`src/inc/core_irq_pkg.sv`:
```
// constants and types shared by the core interrupt controller
`default_nettype none
package core_irq_pkg;
  // register indices; byte address is four times the index
  localparam int ADDR_W = 15;
  localparam int IDX_W = 13;
  localparam logic [IDX_W-1:0] IDX_INTCTL = 13'h000B;
  localparam logic [IDX_W-1:0] IDX_FIRST_PERIPHERAL_ENABLE_REG = 13'h0096;
  localparam logic [IDX_W-1:0] IDX_PIR0 = 13'h008C;
  localparam logic [IDX_W-1:0] IDX_SHADOW0 = 13'h1FE4;
  localparam int SHADOW_COUNT = 8;
  // shadow slots
  localparam int SH_WORKING_REGISTER = 0;
  localparam int SH_STATUS = 1;
  localparam int SH_BSR = 2;
  localparam int SH_PC_HIGH_LATCH = 3;
  localparam int SH_FSR0L = 4;
  // interrupt_control fields
  localparam int GIE_BIT = 7;
  localparam int PERIPHERAL_GROUP_ENABLE_BIT = 6;
  localparam int EDGE_BIT = 0;
  localparam logic [7:0] INTCTL_RST = 8'h01;
  localparam logic [7:0] INTCTL_MASK = 8'hC1;
  // first peripheral enable/request fields
  localparam int TMR0_BIT = 5;
  localparam int IOC_BIT = 4;
  localparam int EXT_BIT = 0;
  localparam logic [7:0] FIRST_PERIPHERAL_ENABLE_REG_MASK = 8'h31;
  localparam logic [7:0] REG_RST = 8'h00;
  // status bits that are not shadowed: timeout (4), power-down (3)
  localparam logic [7:0] STATUS_SAVE_MASK = 8'hE7;
  localparam logic [15:0] VECTOR_ADDR = 16'h0004;
  localparam int QUARTERS = 4;
  typedef enum logic [3:0] {
    ST_IDLE = 4'b0001,
    ST_AFTER_SLEEP = 4'b0010,
    ST_FLUSH = 4'b0100,
    ST_VECTOR = 4'b1000
  } irq_state_e;
endpackage
`default_nettype wire

```
`src/hdl/core_interrupt_controller.sv`:
```
// interrupt controller: flags, enables, external pin, vectoring and context shadowing
//
// Local design decision: the APB slave port.
`timescale 1ns/1ns
`default_nettype none
module core_interrupt_controller #(
  parameter int REG_GROUPS = 7,
  parameter int QUARTER_DIV = 1
) (
  input wire logic pclk,
  input wire logic presetn,
  input wire logic psel,
  input wire logic penable,
  input wire logic pwrite,
  input wire logic [core_irq_pkg::ADDR_W-1:0] paddr,
  input wire logic [31:0] pwdata,
  output logic [31:0] prdata,
  output logic pready,
  output logic pslverr,
  input wire logic [REG_GROUPS*8-1:0] periph_event,
  input wire logic ext_int_pin,
  input wire logic core_sleep,
  input wire logic return_from_interrupt_instr_exec,
  input wire logic [7:0] working_register_live,
  input wire logic [7:0] status_live,
  input wire logic [7:0] bsr_live,
  input wire logic [7:0] pc_high_latch_live,
  input wire logic [31:0] fsr_live,
  output logic q1_strobe,
  output logic irq_flush,
  output logic irq_vector,
  output logic [15:0] vector_addr,
  output logic wake_req,
  output logic global_irq_enable,
  output logic ctx_restore,
  output logic [7:0] working_register_restore,
  output logic [7:0] status_restore,
  output logic [7:0] bsr_restore,
  output logic [7:0] pc_high_latch_restore,
  output logic [31:0] fsr_restore
);
  import core_irq_pkg::*;

  localparam int DIV_W = $clog2(QUARTER_DIV) + 1;

  generate
    if (REG_GROUPS < 1 || REG_GROUPS > 8 || QUARTER_DIV < 1) begin : g_bad_param
      $error("core_interrupt_controller: unsupported parameter values");
    end
  endgenerate

  function automatic logic in_range(input logic [IDX_W-1:0] idx, input logic [IDX_W-1:0] base,
                                    input int count);
    in_range = (idx >= base) && ({19'h0, idx} < {19'h0, base} + count);
  endfunction

  // instruction cycle phases
  logic [DIV_W-1:0] div_q;
  logic [1:0] phase_q;
  logic quarter_en;
  logic q1_en;

  assign quarter_en = (div_q == DIV_W'(QUARTER_DIV - 1));
  assign q1_en = quarter_en && (phase_q == 2'd0);
  assign q1_strobe = q1_en;

  always_ff @(posedge pclk or negedge presetn) begin
    if (!presetn) begin
      div_q <= '0;
      phase_q <= 2'd0;
    end else if (quarter_en) begin
      div_q <= '0;
      phase_q <= 2'(phase_q + 2'd1);
    end else begin
      div_q <= DIV_W'(div_q + 1'b1);
    end
  end

  // external pin synchroniser
  logic ext_s1_q, ext_s2_q, ext_s3_q;
  logic ext_edge;

  always_ff @(posedge pclk or negedge presetn) begin
    if (!presetn) begin
      ext_s1_q <= 1'b0;
      ext_s2_q <= 1'b0;
      ext_s3_q <= 1'b0;
    end else begin
      ext_s1_q <= ext_int_pin;
      ext_s2_q <= ext_s1_q;
      ext_s3_q <= ext_s2_q;
    end
  end

  logic [7:0] intctl_q;
  logic gie_q, peripheral_group_enable_q, edge_sel;
  assign gie_q = intctl_q[GIE_BIT];
  assign peripheral_group_enable_q = intctl_q[PERIPHERAL_GROUP_ENABLE_BIT];
  assign edge_sel = intctl_q[EDGE_BIT];
  assign global_irq_enable = gie_q;

  assign ext_edge = edge_sel ? (ext_s2_q && !ext_s3_q) : (!ext_s2_q && ext_s3_q);

  // bus decode
  logic [IDX_W-1:0] idx;
  logic aligned, hit_ctl, hit_pie, hit_pir, hit_sh, hit_any;
  logic wr_en, setup;
  logic [IDX_W-1:0] pie_sel, pir_sel, sh_sel;

  assign idx = paddr[ADDR_W-1:2];
  assign aligned = (paddr[1:0] == 2'b00);
  assign hit_ctl = aligned && (idx == IDX_INTCTL);
  assign hit_pie = aligned && in_range(idx, IDX_FIRST_PERIPHERAL_ENABLE_REG, REG_GROUPS);
  assign hit_pir = aligned && in_range(idx, IDX_PIR0, REG_GROUPS);
  assign hit_sh = aligned && in_range(idx, IDX_SHADOW0, SHADOW_COUNT);
  assign hit_any = hit_ctl || hit_pie || hit_pir || hit_sh;
  assign pie_sel = IDX_W'(idx - IDX_FIRST_PERIPHERAL_ENABLE_REG);
  assign pir_sel = IDX_W'(idx - IDX_PIR0);
  assign sh_sel = IDX_W'(idx - IDX_SHADOW0);
  assign wr_en = psel && penable && pwrite;
  assign setup = psel && !penable;
  assign pready = 1'b1;

  // sequencing state
  irq_state_e st_q;
  logic any_pending;
  logic detect;

  assign detect = q1_en && (st_q == ST_IDLE) && gie_q && any_pending;

  always_ff @(posedge pclk or negedge presetn) begin
    if (!presetn) begin
      intctl_q <= INTCTL_RST;
    end else begin
      if (wr_en && hit_ctl) begin
        intctl_q <= pwdata[7:0] & INTCTL_MASK;
      end
      // entry clears global enable, also on the post-sleep path
      if ((detect || (st_q == ST_AFTER_SLEEP && q1_en)) && !core_sleep) begin
        intctl_q[GIE_BIT] <= 1'b0;
      end
      if (return_from_interrupt_instr_exec) begin
        intctl_q[GIE_BIT] <= 1'b1;
      end
    end
  end

  logic [7:0] pie_q [REG_GROUPS];
  logic [7:0] pir_q [REG_GROUPS];
  logic [REG_GROUPS-1:0] grp_pend;

  generate
    for (genvar g = 0; g < REG_GROUPS; g++) begin : g_grp
      logic [7:0] ev;
      logic [7:0] wmask;
      // pin edge feeds the external flag
      assign ev = periph_event[g*8 +: 8] | ((g == 0) ? (8'(ext_edge) << EXT_BIT) : 8'h00);
      // only documented enable bits of group zero exist
      assign wmask = (g == 0) ? FIRST_PERIPHERAL_ENABLE_REG_MASK : 8'hFF;
      assign grp_pend[g] = (|(pir_q[g] & pie_q[g])) && ((g == 0) || peripheral_group_enable_q);

      always_ff @(posedge pclk or negedge presetn) begin
        if (!presetn) begin
          pie_q[g] <= REG_RST;
        end else if (wr_en && hit_pie && pie_sel == IDX_W'(g)) begin
          pie_q[g] <= pwdata[7:0] & wmask;
        end
      end

      // flags set regardless of enables; set wins over clear
      always_ff @(posedge pclk or negedge presetn) begin
        if (!presetn) begin
          pir_q[g] <= REG_RST;
        end else if (wr_en && hit_pir && pir_sel == IDX_W'(g)) begin
          pir_q[g] <= pwdata[7:0] | ev;
        end else begin
          pir_q[g] <= pir_q[g] | ev;
        end
      end
    end
  endgenerate

  assign any_pending = |grp_pend;
  assign wake_req = core_sleep && any_pending;

  always_ff @(posedge pclk or negedge presetn) begin
    if (!presetn) begin
      st_q <= ST_IDLE;
    end else begin
      case (st_q)
        ST_IDLE: begin
          if (detect) begin
            st_q <= core_sleep ? ST_AFTER_SLEEP : ST_FLUSH;
          end
        end
        ST_AFTER_SLEEP: begin
          // let the post-sleep instruction run first
          if (q1_en && !core_sleep) begin
            st_q <= ST_FLUSH;
          end
        end
        ST_FLUSH: begin
          if (q1_en) begin
            st_q <= ST_VECTOR;
          end
        end
        ST_VECTOR: begin
          st_q <= ST_IDLE;
        end
        default: begin
          st_q <= ST_IDLE;
        end
      endcase
    end
  end

  assign irq_flush = (st_q == ST_FLUSH);
  assign irq_vector = (st_q == ST_VECTOR);
  assign vector_addr = VECTOR_ADDR;

  logic [7:0] shadow_q [SHADOW_COUNT];
  logic [7:0] live [SHADOW_COUNT];
  assign live[SH_WORKING_REGISTER] = working_register_live;
  assign live[SH_STATUS] = status_live & STATUS_SAVE_MASK;
  assign live[SH_BSR] = bsr_live;
  assign live[SH_PC_HIGH_LATCH] = pc_high_latch_live;

  generate
    for (genvar s = 0; s < SHADOW_COUNT; s++) begin : g_sh
      if (s >= SH_FSR0L) begin : g_fsr
        assign live[s] = fsr_live[(s - SH_FSR0L)*8 +: 8];
        assign fsr_restore[(s - SH_FSR0L)*8 +: 8] = shadow_q[s];
      end
      always_ff @(posedge pclk or negedge presetn) begin
        if (!presetn) begin
          shadow_q[s] <= REG_RST;
        end else if (irq_vector) begin
          shadow_q[s] <= live[s];
        end else if (wr_en && hit_sh && sh_sel == IDX_W'(s)) begin
          shadow_q[s] <= (s == SH_STATUS) ? (pwdata[7:0] & STATUS_SAVE_MASK) : pwdata[7:0];
        end
      end
    end
  endgenerate

  assign working_register_restore = shadow_q[SH_WORKING_REGISTER];
  assign status_restore = shadow_q[SH_STATUS];
  assign bsr_restore = shadow_q[SH_BSR];
  assign pc_high_latch_restore = shadow_q[SH_PC_HIGH_LATCH];

  always_ff @(posedge pclk or negedge presetn) begin
    if (!presetn) begin
      ctx_restore <= 1'b0;
    end else begin
      ctx_restore <= return_from_interrupt_instr_exec;
    end
  end

  // read data captured in setup phase
  logic [7:0] rd_mux;
  always_comb begin
    rd_mux = 8'h00;
    if (hit_ctl) begin
      rd_mux = intctl_q;
    end else if (hit_pie) begin
      rd_mux = pie_q[pie_sel[2:0]];
    end else if (hit_pir) begin
      rd_mux = pir_q[pir_sel[2:0]];
    end else if (hit_sh) begin
      rd_mux = shadow_q[sh_sel[2:0]];
    end
  end

  always_ff @(posedge pclk or negedge presetn) begin
    if (!presetn) begin
      prdata <= 32'h0000_0000;
      pslverr <= 1'b0;
    end else if (setup) begin
      prdata <= {24'h00_0000, rd_mux};
      pslverr <= !hit_any;
    end
  end
endmodule // core_interrupt_controller
`default_nettype wire

```
`config.mk`:
```
export PLATFORM = sky130hd
export DESIGN_NAME = core_interrupt_controller
export DESIGN_NICKNAME = d
export VERILOG_FILES = /design/src/inc/core_irq_pkg.sv /design/src/hdl/core_interrupt_controller.sv
export SDC_FILE = /design/constraint.sdc
export NUM_CORES = 1
export LEC_CHECK = 0
export BUFFER_PORTS_ARGS = -buffer_cell sky130_fd_sc_hd__buf_2
export CAP_MARGIN = 15
export CELL_PAD_IN_SITES_DETAIL_PLACEMENT = 1
export CELL_PAD_IN_SITES_GLOBAL_PLACEMENT = 2
export CORE_AREA = 2 2 175 177
export CTS_CLUSTER_SIZE = 20
export DETAILED_ROUTE_END_ITERATION = 16
export DIE_AREA = 0 0 177 179
export PLACE_DENSITY = 0.93
export SYNTH_ARGS = -nofsm -noshare
export SYNTH_HDL_FRONTEND = slang
export SYNTH_SLANG_ARGS = --single-unit
```
`constraint.sdc`:
```
create_clock -name pclk -period 4.4 [get_ports pclk]
set_input_delay 0 -clock pclk [delete_from_list [all_inputs] [get_ports pclk]]
set_output_delay 0 -clock pclk [all_outputs]
set_load 0.01 [all_outputs]
```
### Yosys cells after proc, flatten, opt, wreduce, memory -nomap -nowiden

Cells that the tools add are included.

| cells by class | value |
|---|---|
| add/sub/neg operators | 5 |
| multiply operators | 0 |
| div/mod/pow operators | 0 |
| magnitude comparators | 9 |
| equal/unequal tests | 27 |
| shift-type cells | 0 |
| muxes and demuxes | 46 |
| bitwise gates (word level) | 26 |
| reduce and logical (&&, ||, !) cells | 83 |

Operators by type and width:

| kind | count |
|---|---|
| 8-bit two-way mux | 34 |
| 13-bit by 3-bit equality test with 1-bit output, second input constant | 10 |
| 8-bit bitwise OR | 14 |
| 13-bit by 2-bit equality test with 1-bit output, second input constant | 6 |
| 8-bit binary-select mux with 3-bit select | 3 |
| 1-bit logical AND | 52 |
| 8-bit AND | 6 |
| 8-bit OR reduction | 6 |
| 13-bit by 1-bit equality test with 1-bit output, second input constant | 3 |
| 13-bit logical NOT | 3 |
| 13-bit by 8-bit greater-or-equal comparator with 1-bit output, second input constant | 2 |
| 13-bit by 8-bit < comparator with 1-bit output, second input constant | 2 |
| 13-bit by 8-bit subtractor with 13-bit output, second input constant | 2 |
| 2-bit nonzero test | 8 |
| 14-bit OR reduction | 1 |
| 13-bit by 4-bit equality test with 1-bit output, second input constant | 1 |
| 13-bit greater-or-equal comparator, second input constant | 1 |
| 13-bit < comparator, second input constant | 1 |
| 13-bit subtractor, second input constant | 1 |
| 4-bit greater-or-equal comparator, second input constant | 3 |
| 4-bit two-way mux | 3 |
| 3-bit NOT with 4-bit output | 3 |
| 4-bit one-hot mux with 3 select lines | 1 |
| 8-bit by 6-bit AND with 8-bit output | 1 |
| 17 further kinds | 29 |

| storage, ports and cells | value |
|---|---|
| register bits after elaboration | 194 |
| bits in latches | 0 |
| bits in writable memories | 0 |
| bits in read-only memories | 0 |
| output and inout port bits | 120 |
| word-level logic and storage cells | 229 |
| memories | 0 |

### Depth between registers and ports, before layout

Gate-level depths: netlist (run 1).

| depth | value |
|---|---|
| depth after elaboration | 9 |
| gate-level depth with buffers | 12 |
| gate-level depth less buffers | 8 |

### Worst setup path before layout (run 1)

No wires, ideal clock.

| timing | value |
|---|---|
| kind | in2reg |
| start point | input paddr[3] (netlist name) |
| end point | register pie_q[33] (netlist name) |
| library setup time | 128 ps |
| arrival | 2886 ps |
| data required time | 4272 ps |
| slack | 1386 ps |
| stages on the path | 12 |
| path buffers | 4 |
| cell sequence | clkbuf_1 buf_1 inv_1 ha_1 nand2_1 a21oi_1 or3b_1 buf_2 a2111oi_4 and3_1 buf_2 mux2_1 |

| on the way | value |
|---|---|
| word-level cells in the longest chain between the ends | 5 |
| elaborated cells on any way between the ends | 8 |
| classes of those cells | 1 x add/sub; 2 x order compare; 1 x eq/ne; 4 x reduce/logical |

RTL lines:

| item | RTL line | RTL |
|---|---|---|
| from (decl) | core_interrupt_controller.sv:15 | `input wire logic [core_irq_pkg::ADDR_W-1:0] paddr,` |
| parallel branches: the longest is 4 deep, another holds 13-bit by 8-bit subtractor with 13-bit output | -- |  |
| 1-bit logical AND * | core_interrupt_controller.sv:165 | `end else if (wr_en && hit_pie && pie_sel == IDX_W'(g)) begin` |
| to (signal, indexed assignment) | core_interrupt_controller.sv:166 | `pie_q[g] <= pwdata[7:0] & wmask;` |
| to (decl) | core_interrupt_controller.sv:148 | `logic [7:0] pie_q [REG_GROUPS];` |

Every way passes the cells marked *.
A chain may end at the register's enable or synchronous reset.

### Worst setup path after layout (run 1)

| timing | value |
|---|---|
| start point | input paddr[13] (netlist name) |
| end point | register pie_q[28] (netlist name) |

The elaborated chain is that of the path after synthesis.

==> results of run 1 <==
[worst max-delay path: stages]
cell and delay [ns]:
buf_2 0.10, or4_1 0.54, nand4bb_1 0.49, or3b_1 0.70
a2111oi_4 0.71, and3_1 0.57, mux2_1 0.38
[worst min-delay path by stage]
stage	from	endpoint	slack, ns
final	penable	prdata[5]$_DFFE_PN0P_	0.04
after global routing	penable	prdata[5]$_DFFE_PN0P_	0.09
after CTS	penable	prdata[5]$_DFFE_PN0P_	0.02
after detailed placement	ext_int_pin	ext_s1_q$_DFF_PN0_	0.12
after global placement	ext_int_pin	ext_s1_q$_DFF_PN0_	0.12
after floorplan	presetn	bsr_restore[0]$_DFFE_PN0P_	-0.30
[power by group]
part | internal (µW) | total (µW) | switching (µW)
clock network | 985 | 1730 | 748
logic | 206 | 478 | 272
registers | 1780 | 1810 | 23.9
total | 2970 | 4020 | 1040
[cells by family after synthesis]
logic type      Yosys count  share of synthesized area [%]
simple gates            237                          11.93
buf+inv                 116                          5.826
fa+ha+maj                 4                         0.4835
flops                   191                          46.20
mux                     157                          18.92
compound gates          237                          16.32
xor+xnor                  3                         0.2539
other cells               2                        0.07255
[placed cells by master, fill, tap and decap left out, types with 9 or more instances in the layout]
master	instances
o211ai_1	9
dlygate4sd3_1	122
clkbuf_16	17
nor2_1	18
mux2_2	35
buf_2	224
nor2b_1	45
a21oi_1	27
mux2i_1	73
and2_1	29
o21ai_0	78
a211o_1	56
dfrtp_1	189
a221oi_1	15
conb_1	43
buf_4	12
mux4_2	25
nand2_1	95
mux2_1	24
a22o_1	12
[layout make-up]
class                      count  share of cell area (%)
clock buffer                  19                   3.263
inverter                       8                  0.2212
sequential                   191                   35.23
timing repair buffer         360                   18.17
multi-input combinational    681                   37.94
antenna                        2                 0.03687
tap                          396                   3.650
clock inverter                12                   1.493
[sequential cells by signal (all words and copies together), names as in the netlist]
register / flops
intctl_q: 3
pie_q: 51
working_register_restore: 8
phase_q: 2
ext_s3_q: 1
bsr_restore: 8
prdata: 8
pir_q: 56
pc_high_latch_restore: 8
status_restore: 6
st_q: 4
pslverr: 1
fsr_restore: 32
ext_s1_q: 1
ext_s2_q: 1
ctx_restore: 1
[per-layer routing]
metal / up-vias / GRT usage [%]
met5: - / 0
met4: 0 / 11.33
met3: 107 / 7.103
met2: 455 / 42.56
met1: 4794 / 31.89
li1: 4035 / -
[repair_timing]
item	in CTS	in global routing
gates resized for setup	0	0
endpoints found under the setup margin	0	0
hold endpoints to repair	234	0
hold buffers	122	0
[metrics by stage]
| stage | util (%) | cells | hold WS, ns |
|---|---|---|---|
| after floorplan | - | 988 | -0.2956 |
| after global placement | 38.95 | 1513 | 0.1228 |
| after detailed placement | 38.95 | 1513 | 0.1246 |
| after CTS | 45.17 | 1666 | 0.02038 |
| after global routing | 45.21 | 1669 | 0.08599 |
| final | 45.21 | 1669 | 0.04184 |
==> impl_metrics.env, run 1 <==
export IMPL_drt_iter0_drc=715
export IMPL_synth_edff_count=0
export IMPL_hp_class="in -> reg"
export IMPL_clock_skew_ns=0.01277
export IMPL_route_met3_wl_mm=3.429
export IMPL_via_count=9391
export IMPL_power_uw=4016
export IMPL_die_area_mm2=0.03168
export IMPL_fin_area_mm2=0.01358
export IMPL_n_fill_cell=3314
export IMPL_cts_max_path_buffers=2
export IMPL_port_buffers=225
export IMPL_fin_ws_ns=1.207
export IMPL_finalSetupTns_ns=0
export IMPL_drc=0
export IMPL_synth_largest_area_cell="dfrtp_1"
export IMPL_htreeDepth=4
export IMPL_r2r_end="st_q[2]$_DFFE_PN0P_"
export IMPL_grt_usage_pct=25.89
export IMPL_routed_wl_mm=40.86
export IMPL_drtAntennaViolNets=0
export IMPL_synth_cell_types=58
export IMPL_grt_pass1_vias=10049
export IMPL_gp_congestion=0.9274
export IMPL_clkSinkCount=191
export IMPL_dp_hpwl_mm=27.63
export IMPL_r2r_start="pie_q[38]$_DFFE_PN0P_"
export IMPL_final_nets=1438
export IMPL_dr_pass1_iters=5
export IMPL_crit_path_end_kind="flip-flop"
export IMPL_coreArea_mm2=0.03003
export IMPL_clk_latency_ns=0.44
export IMPL_pre_cts_ws_ns=0.8420
export IMPL_worstSetupStartpoint="paddr[13]"
export IMPL_post_dp_cell_area_mm2=0.01170
export IMPL_area_delta_synth_final_pct=31.15
export IMPL_routed_via_density=5.627
export IMPL_synth_cells=947
export IMPL_r2r_worst_path_cells=6
export IMPL_cts_setup_buffers=0
export IMPL_antenna_found_initial=1
export IMPL_cts_inserted_buffers=17
export IMPL_synth_common_cells="189 x dfrtp_1, 95 x nand2_1, 78 x o21ai_0"
export IMPL_grt_pass1_wl_mm=60.85
export IMPL_synth_area_leaders="dfrtp_1 46%, mux2i_1 7.1%, mux4_2 5.4%"
export IMPL_multiInputGateArea_mm2=0.005151
export IMPL_num_rows=64
export IMPL_synth_top_area_share_pct=45.69
export IMPL_die_y_um=179
export IMPL_max_freq_mhz=313.2
export IMPL_status="finished, final reports clean"
export IMPL_reg2reg_slack_ns=1.84
export IMPL_relSlewSlack_pct=25.28
export IMPL_crit_end="pie_q[28]$_DFFE_PN0P_"
export IMPL_yosysSeqAreaShare_pct=46.20
export IMPL_die_width_um=177
export IMPL_fin_crit_ns=3.193
export IMPL_top_layer="met4"
export IMPL_fin_crit_sh_pct=72.57
export IMPL_power_density_mw_per_mm2=295.8
export IMPL_synth_area_mm2=0.01035
export IMPL_async_flop_share_pct=100.0
export IMPL_rsz0062_at_grt="no"
export IMPL_path_class="in -> reg"
export IMPL_cp_arrival_ns=3.51
export IMPL_p_leak_uw=0.006196
export IMPL_seq_area_mm2=0.004782
export IMPL_clk_pin_slew_ns=0.07
export IMPL_synth_flop_cell="dfrtp_1"
export IMPL_grt_max_degree=120
export IMPL_postSynthAreaPerCell_um2=10.93
export IMPL_ys_seq_elements=191
export IMPL_drive_gt1_share_pct=27.38
export IMPL_wl_met2_mm=19.69
export IMPL_cts_tree="yes"
export IMPL_crit_required_ns=4.72
export IMPL_path_max_fanout=9
export IMPL_hold_viol=0
export IMPL_max_cap_violations=0
export IMPL_worstMarginPinSlew_ns=1.112
export IMPL_cts_root_buf="clkbuf_16"
export IMPL_setup_violations=0
export IMPL_slew_violations=0
export IMPL_yosys_warnings=0
export IMPL_wl_met1_mm=16.15
export IMPL_synth_most_common_cell="dfrtp_1"
export IMPL_start_kind="primary input"
export IMPL_min_path_cells=3
export IMPL_irDropWorstVdd_mv=0.2757
export IMPL_io_pins=295
export IMPL_wl_per_cell_um=24.48
export IMPL_initial_core_util_pct=34.47
export IMPL_gr_total_overflow=0
(Power assumes the default switching activity.)
==> inputs of run 2 (changes only) <==
Settings changed: CORE_AREA 2 2 175 177 to 2 2 189 191, DIE_AREA 0 0 177 179 to 0 0 191 193, PLACE_DENSITY 0.93 to 0.85.
Clock period 4.4 ns to 2.68 ns, I/O delays scaled along.
==> run 2 against run 1 <==
Compared with the run above: sequential power up 64%; combinational power up 69%; cell count up 5.7%; core utilization down 5.5 points; clock power up 50%; global-route usage down 3.0 points; die area up 16%; routed wire length up 2.1%; critical endpoint is now wake_req; largest cell class unchanged; highest routed layer unchanged.
==> impl_metrics.env, run 2 (synthesized netlist as in run 1, its figures left out) <==
export IMPL_path_max_fanout=3
export IMPL_crit_path_end_kind="output pin"
export IMPL_grt_max_degree=72
export IMPL_die_area_mm2=0.03686
export IMPL_fin_crit_ns=2.559
export IMPL_crit_slowest_cell="or4_4"
export IMPL_clock_skew_ns=0.01380
export IMPL_initial_core_util_pct=29.60
export IMPL_relSlewSlack_pct=54.32
export IMPL_max_freq_mhz=390.8
export IMPL_path_class="reg -> out"
export IMPL_clk_latency_ns=0.45
export IMPL_antenna_found_initial=1
export IMPL_p_leak_uw=0.006339
export IMPL_wl_per_cell_um=23.64
export IMPL_cts_setup_buffers=0
export IMPL_cts_tree="yes"
export IMPL_cts_inserted_buffers=17
export IMPL_crit_required_ns=2.68
export IMPL_htreeDepth=4
export IMPL_final_cell_count_no_fill=1764
export IMPL_cts_root_buf="clkbuf_16"
export IMPL_top_register="pir_q"
export IMPL_path_cells="a22o_1 -> a221oi_1 -> nand4_1 -> or4_4 -> o21ai_0 -> nor2_1 -> buf_2"
export IMPL_final_common_cell="buf_2"
export IMPL_drt_iter0_drc=709
export IMPL_drtAntennaViolNets=0
export IMPL_setup_violations=0
export IMPL_die_width_um=191
export IMPL_status="finished, final reports clean"
export IMPL_coreArea_mm2=0.03496
export IMPL_mostFrequentLayoutCells="224 x buf_2, 189 x dfrtp_1, 123 x dlygate4sd3_1"
export IMPL_port_buffers=225
export IMPL_drive_gt1_share_pct=29.13
export IMPL_largest_reg_flops=56
export IMPL_irDropWorstVdd_mv=0.4438
export IMPL_critPathBufInv=1
export IMPL_via_count=9310
export IMPL_slowest_delay_ns=0.61
export IMPL_rsz0062_at_grt="no"
export IMPL_clk_pin_slew_ns=0.08
export IMPL_gp_congestion=0.8873
export IMPL_routed_wl_mm=41.70
export IMPL_num_rows=69
export IMPL_drc=0
export IMPL_start_kind="flip-flop"
export IMPL_max_cap_violations=0
export IMPL_gr_total_overflow=0
export IMPL_clkSinkCount=191
export IMPL_io_pins=295
export IMPL_dp_cells=1607
export IMPL_finalSetupTns_ns=0
export IMPL_grt_pass1_wl_mm=62.29
export IMPL_n_fill_cell=3935
export IMPL_fin_crit_sh_pct=95.47
export IMPL_dr_pass1_iters=5
export IMPL_crit_family="simple AND/OR/NAND/NOR gates"
export IMPL_grt_pass1_vias=9959
export IMPL_worstMarginPinSlew_ns=0.6853
export IMPL_routed_via_density=5.278
export IMPL_hold_viol=0
export IMPL_cp_arrival_ns=2.56
export IMPL_dp_hpwl_mm=29.07
export IMPL_die_y_um=193
export IMPL_grt_usage_pct=22.87
export IMPL_power_density_mw_per_mm2=458.9
export IMPL_slew_violations=0
export IMPL_area_delta_synth_final_pct=34.11
export IMPL_cts_max_path_buffers=2
export IMPL_final_nets=1467
export IMPL_hp_class="in -> reg"
## run 2: cell type report
type / count / area [µm²] / area share, %
Antenna cell: 2 / 5.005 / 0.03605
Clock buffer: 20 / 466.7 / 3.362
Clock inverter: 12 / 117.6 / 0.8472
Inverter: 8 / 30.03 / 0.2163
Multi-Input combinational cell: 681 / 5155 / 37.13
Sequential cell: 191 / 4782 / 34.45
Tap cell: 461 / 576.8 / 4.155
Timing Repair Buffer: 389 / 2749 / 19.80
## run 2: metrics by stage
step	cell area (µm²)	setup slack [ns]	total power [µW]	hold slack [ns]	util, %
floorplan	10510	0.03762	3338	-0.2956	-
global placement	12040	0.07702	3666	0.08512	34.43
finish	13880	0.1214	6370	0.09566	39.70
global route	13880	0.02720	6607	0.1300	39.70
CTS	13850	0.002159	6392	0.08317	39.62
detailed placement	12040	0.03896	3672	0.08039	34.43
## run 2: timing repair
action,CTS,global route
endpoints found under the hold margin,192,0
setup endpoints to repair,0,1
resized for setup,0,4
hold buffers,123,0
## run 2: worst register-to-register path, stage by stage (launching register included)
cell	delay (ns)
dfrtp_1	0.44
a22o_1	0.25
a221oi_1	0.34
nand4_1	0.13
or4_4	0.61
o211ai_1	0.23
o21ai_0	0.14
## run 2: routing by layer
layer	vias up	wire, µm	track usage (%)
li1	4078	-	-
met5	-	0	0
met4	0	1082	7.812
met1	4813	17740	29.41
met3	66	2720	5.249
met2	353	20160	37.95
## run 2: report_power, final
group	switching, µW	total, µW	internal [µW]
clock network	1290	2600	1310
logic	452	807	356
registers	38.6	2960	2920
## run 2: path summary, 6_finish.rpt
kind,startpoint,end,slack (ns),cells past startpoint
max,pie_q[38]$_DFFE_PN0P_,wake_req,0.12,7
min,paddr[11],intctl_q[6]$_DFFE_PN0P_,0.1,4
max reg2reg,pie_q[38]$_DFFE_PN0P_,st_q[1]$_DFFE_PN0P_,0.42,6
min reg2reg,ext_s1_q$_DFF_PN0_,ext_s2_q$_DFF_PN0_,0.37,0
max in group asynchronous,presetn,intctl_q[0]$_DFFE_PN1P_,1.66,3
min in group asynchronous,presetn,prdata[3]$_DFFE_PN0P_,0.15,2
==> inputs of run 3 (changes only) <==
Settings changed: PLACE_DENSITY 0.85 to 0.87.
==> run 3 against run 2 <==
Compared with the run above: die area did not move; sequential power barely moved; core utilization fell by 0.064 points; cell count fell by 0.34%; total power rose by 1.5%; largest cell class unchanged; fmax rose by 0.22%; global-route usage fell by 0.20 points; critical endpoint unchanged; combinational power barely moved; critical path type unchanged.
==> impl_metrics.env, run 3 (synthesized netlist as in run 1, its figures left out) <==
export IMPL_r2r_worst_path_cells=6
export IMPL_die_y_um=193
export IMPL_utilization_pct=39.64
export IMPL_cp_arrival_ns=2.55
export IMPL_hold_viol=0
export IMPL_crit_path_end_kind="output pin"
export IMPL_max_freq_mhz=391.7
export IMPL_pre_cts_ws_ns=-0.04180
export IMPL_die_area_mm2=0.03686
export IMPL_post_dp_cell_area_mm2=0.01200
export IMPL_gp_congestion=0.9701
export IMPL_grt_max_degree=79
export IMPL_wl_per_cell_um=23.59
export IMPL_area_delta_synth_final_pct=33.89
export IMPL_finalSetupTns_ns=0
export IMPL_fin_crit_ns=2.553
export IMPL_drc=0
export IMPL_slew_violations=0
export IMPL_hp_class="in -> async"
export IMPL_p_leak_uw=0.006314
export IMPL_r2r_start="pie_q[38]$_DFFE_PN0P_"
export IMPL_crit_required_ns=2.68
export IMPL_num_rows=69
export IMPL_port_buffers=225
export IMPL_p_comb_share_pct=12.5
export IMPL_largest_reg_flops=56
export IMPL_busiest_layer="met2"
export IMPL_antenna_found_initial=5
export IMPL_p_sw_uw=1750
export IMPL_worstSetupStartpoint="pie_q[38]$_DFFE_PN0P_"
export IMPL_grt_pass1_wl_mm=61.70
export IMPL_seqPwrFrac_pct=45.9
export IMPL_fin_ws_ns=0.1270
export IMPL_die_width_um=191
export IMPL_use_met3_pct=5.502
export IMPL_start_kind="flip-flop"
export IMPL_grt_usage_pct=22.68
export IMPL_irDropWorstVdd_mv=0.3990
export IMPL_n_fill_cell=3975
export IMPL_fin_area_mm2=0.01386
export IMPL_final_common_cell="buf_2"
export IMPL_power_density_mw_per_mm2=466.3
export IMPL_cts_setup_buffers=0
export IMPL_status="finished, final reports clean"
export IMPL_grt_pass1_vias=9921
export IMPL_p_clk_share_pct=41.7
export IMPL_cts_max_path_buffers=2
export IMPL_hold_slack_ns=0.09112
export IMPL_drtAntennaViolNets=0
export IMPL_fin_crit_sh_pct=95.26
export IMPL_routed_wl_mm=41.48
export IMPL_clkSinkCount=191
export IMPL_r2r_end="st_q[2]$_DFFE_PN0P_"
export IMPL_clock_skew_ns=0.006327
export IMPL_via_count=9324
export IMPL_relSlewSlack_pct=55.99
export IMPL_dp_hpwl_mm=29.15
export IMPL_grtUsageMet2_pct=37.21
export IMPL_setup_violations=0
export IMPL_grtUsageMet1_pct=28.97
export IMPL_drive_gt1_share_pct=28.59
export IMPL_cts_root_buf="clkbuf_16"
export IMPL_worstMarginPinSlew_ns=0.6602
export IMPL_intPower_uw=4712
export IMPL_path_class="reg -> out"
export IMPL_coreArea_mm2=0.03496
export IMPL_switching_share_pct=27.08
export IMPL_drt_iter0_drc=632
export IMPL_top_register="pir_q"
export IMPL_path_max_fanout=3
export IMPL_routed_via_density=5.304
export IMPL_cts_inserted_buffers=17
export IMPL_initial_core_util_pct=29.60
export IMPL_htreeDepth=4
export IMPL_io_pins=295
export IMPL_dr_pass1_iters=5
export IMPL_max_cap_violations=0
export IMPL_rsz0062_at_grt="no"
export IMPL_clk_pin_slew_ns=0.07
export IMPL_gr_total_overflow=0
export IMPL_mostFrequentLayoutCells="224 x buf_2, 189 x dfrtp_1, 123 x dlygate4sd3_1"
export IMPL_clk_latency_ns=0.44
export IMPL_final_nets=1460
export IMPL_reg2reg_slack_ns=0.40
export IMPL_crit_end="wake_req"
export IMPL_cts_tree="yes"
run 3: layout make-up:
type | count | area, µm² | share of cell area, %
inverters | 8 | 30.03 | 0.2167
diodes | 3 | 7.507 | 0.05417
repair buffers | 382 | 2709 | 19.55
well taps | 461 | 576.8 | 4.162
clock buffers | 18 | 439.2 | 3.169
clock inverters | 14 | 172.7 | 1.246
flip-flops and latches | 191 | 4782 | 34.50
multi-input cells | 681 | 5142 | 37.10
run 3: what timing repair did:
| action | in CTS | in global routing |
|---|---|---|
| hold buffers | 123 | 0 |
| pin swaps | 0 | 0 |
| endpoints found under the hold margin | 237 | 0 |
| setup endpoints to repair | 1 | 1 |
| resized for setup | 1 | 1 |
run 3: routing by layer:
| metal | up-vias | share of wire [%] |
|---|---|---|
| met5 | - | 0.041 |
| met4 | 2 | 3.1 |
| met3 | 80 | 7.1 |
| met2 | 374 | 48 |
| met1 | 4788 | 42 |
| li1 | 4080 | - |
run 3: critical path, cell delays in order, from the launching register on:
cell and delay (ns):
dfrtp_1 0.43, a22o_1 0.27, a221oi_2 0.32, nand4_1 0.15
or4_4 0.61, o21ai_0 0.12, nor2_1 0.06, buf_2 0.14
run 3: worst min-delay path by stage:
stage               from  slack [ns]                          end
2_1_floorplan    presetn       -0.30   bsr_restore[0]$_DFFE_PN0P_
3_3_place_gp     presetn       0.009          pir_q[12]$_DFF_PN0_
3_5_place_dp     presetn       0.005          pir_q[12]$_DFF_PN0_
4_1_cts             psel        0.09        prdata[5]$_DFFE_PN0P_
5_1_grt        pwdata[1]        0.12  fsr_restore[25]$_DFFE_PN0P_
6_report         presetn        0.09           pir_q[8]$_DFF_PN0_
run 3: per-stage QoR:
stage          instances  power, µW
2_1_floorplan        988       3338
3_3_place_gp        1600       3662
3_5_place_dp        1600       3672
4_1_cts             1755       6503
5_1_grt             1758       6690
6_report            1758       6463
run 3: power by group through the flow:
stage / clock (µW) / sequential [µW] / combinational (µW)
final: 2690 / 2960 / 805
after CTS: 2740 / 2960 / 800
after detailed placement: 0 / 3020 / 653
after global placement: 0 / 3020 / 645
after global routing: 2850 / 2970 / 870
after floorplan: 0 / 3030 / 307
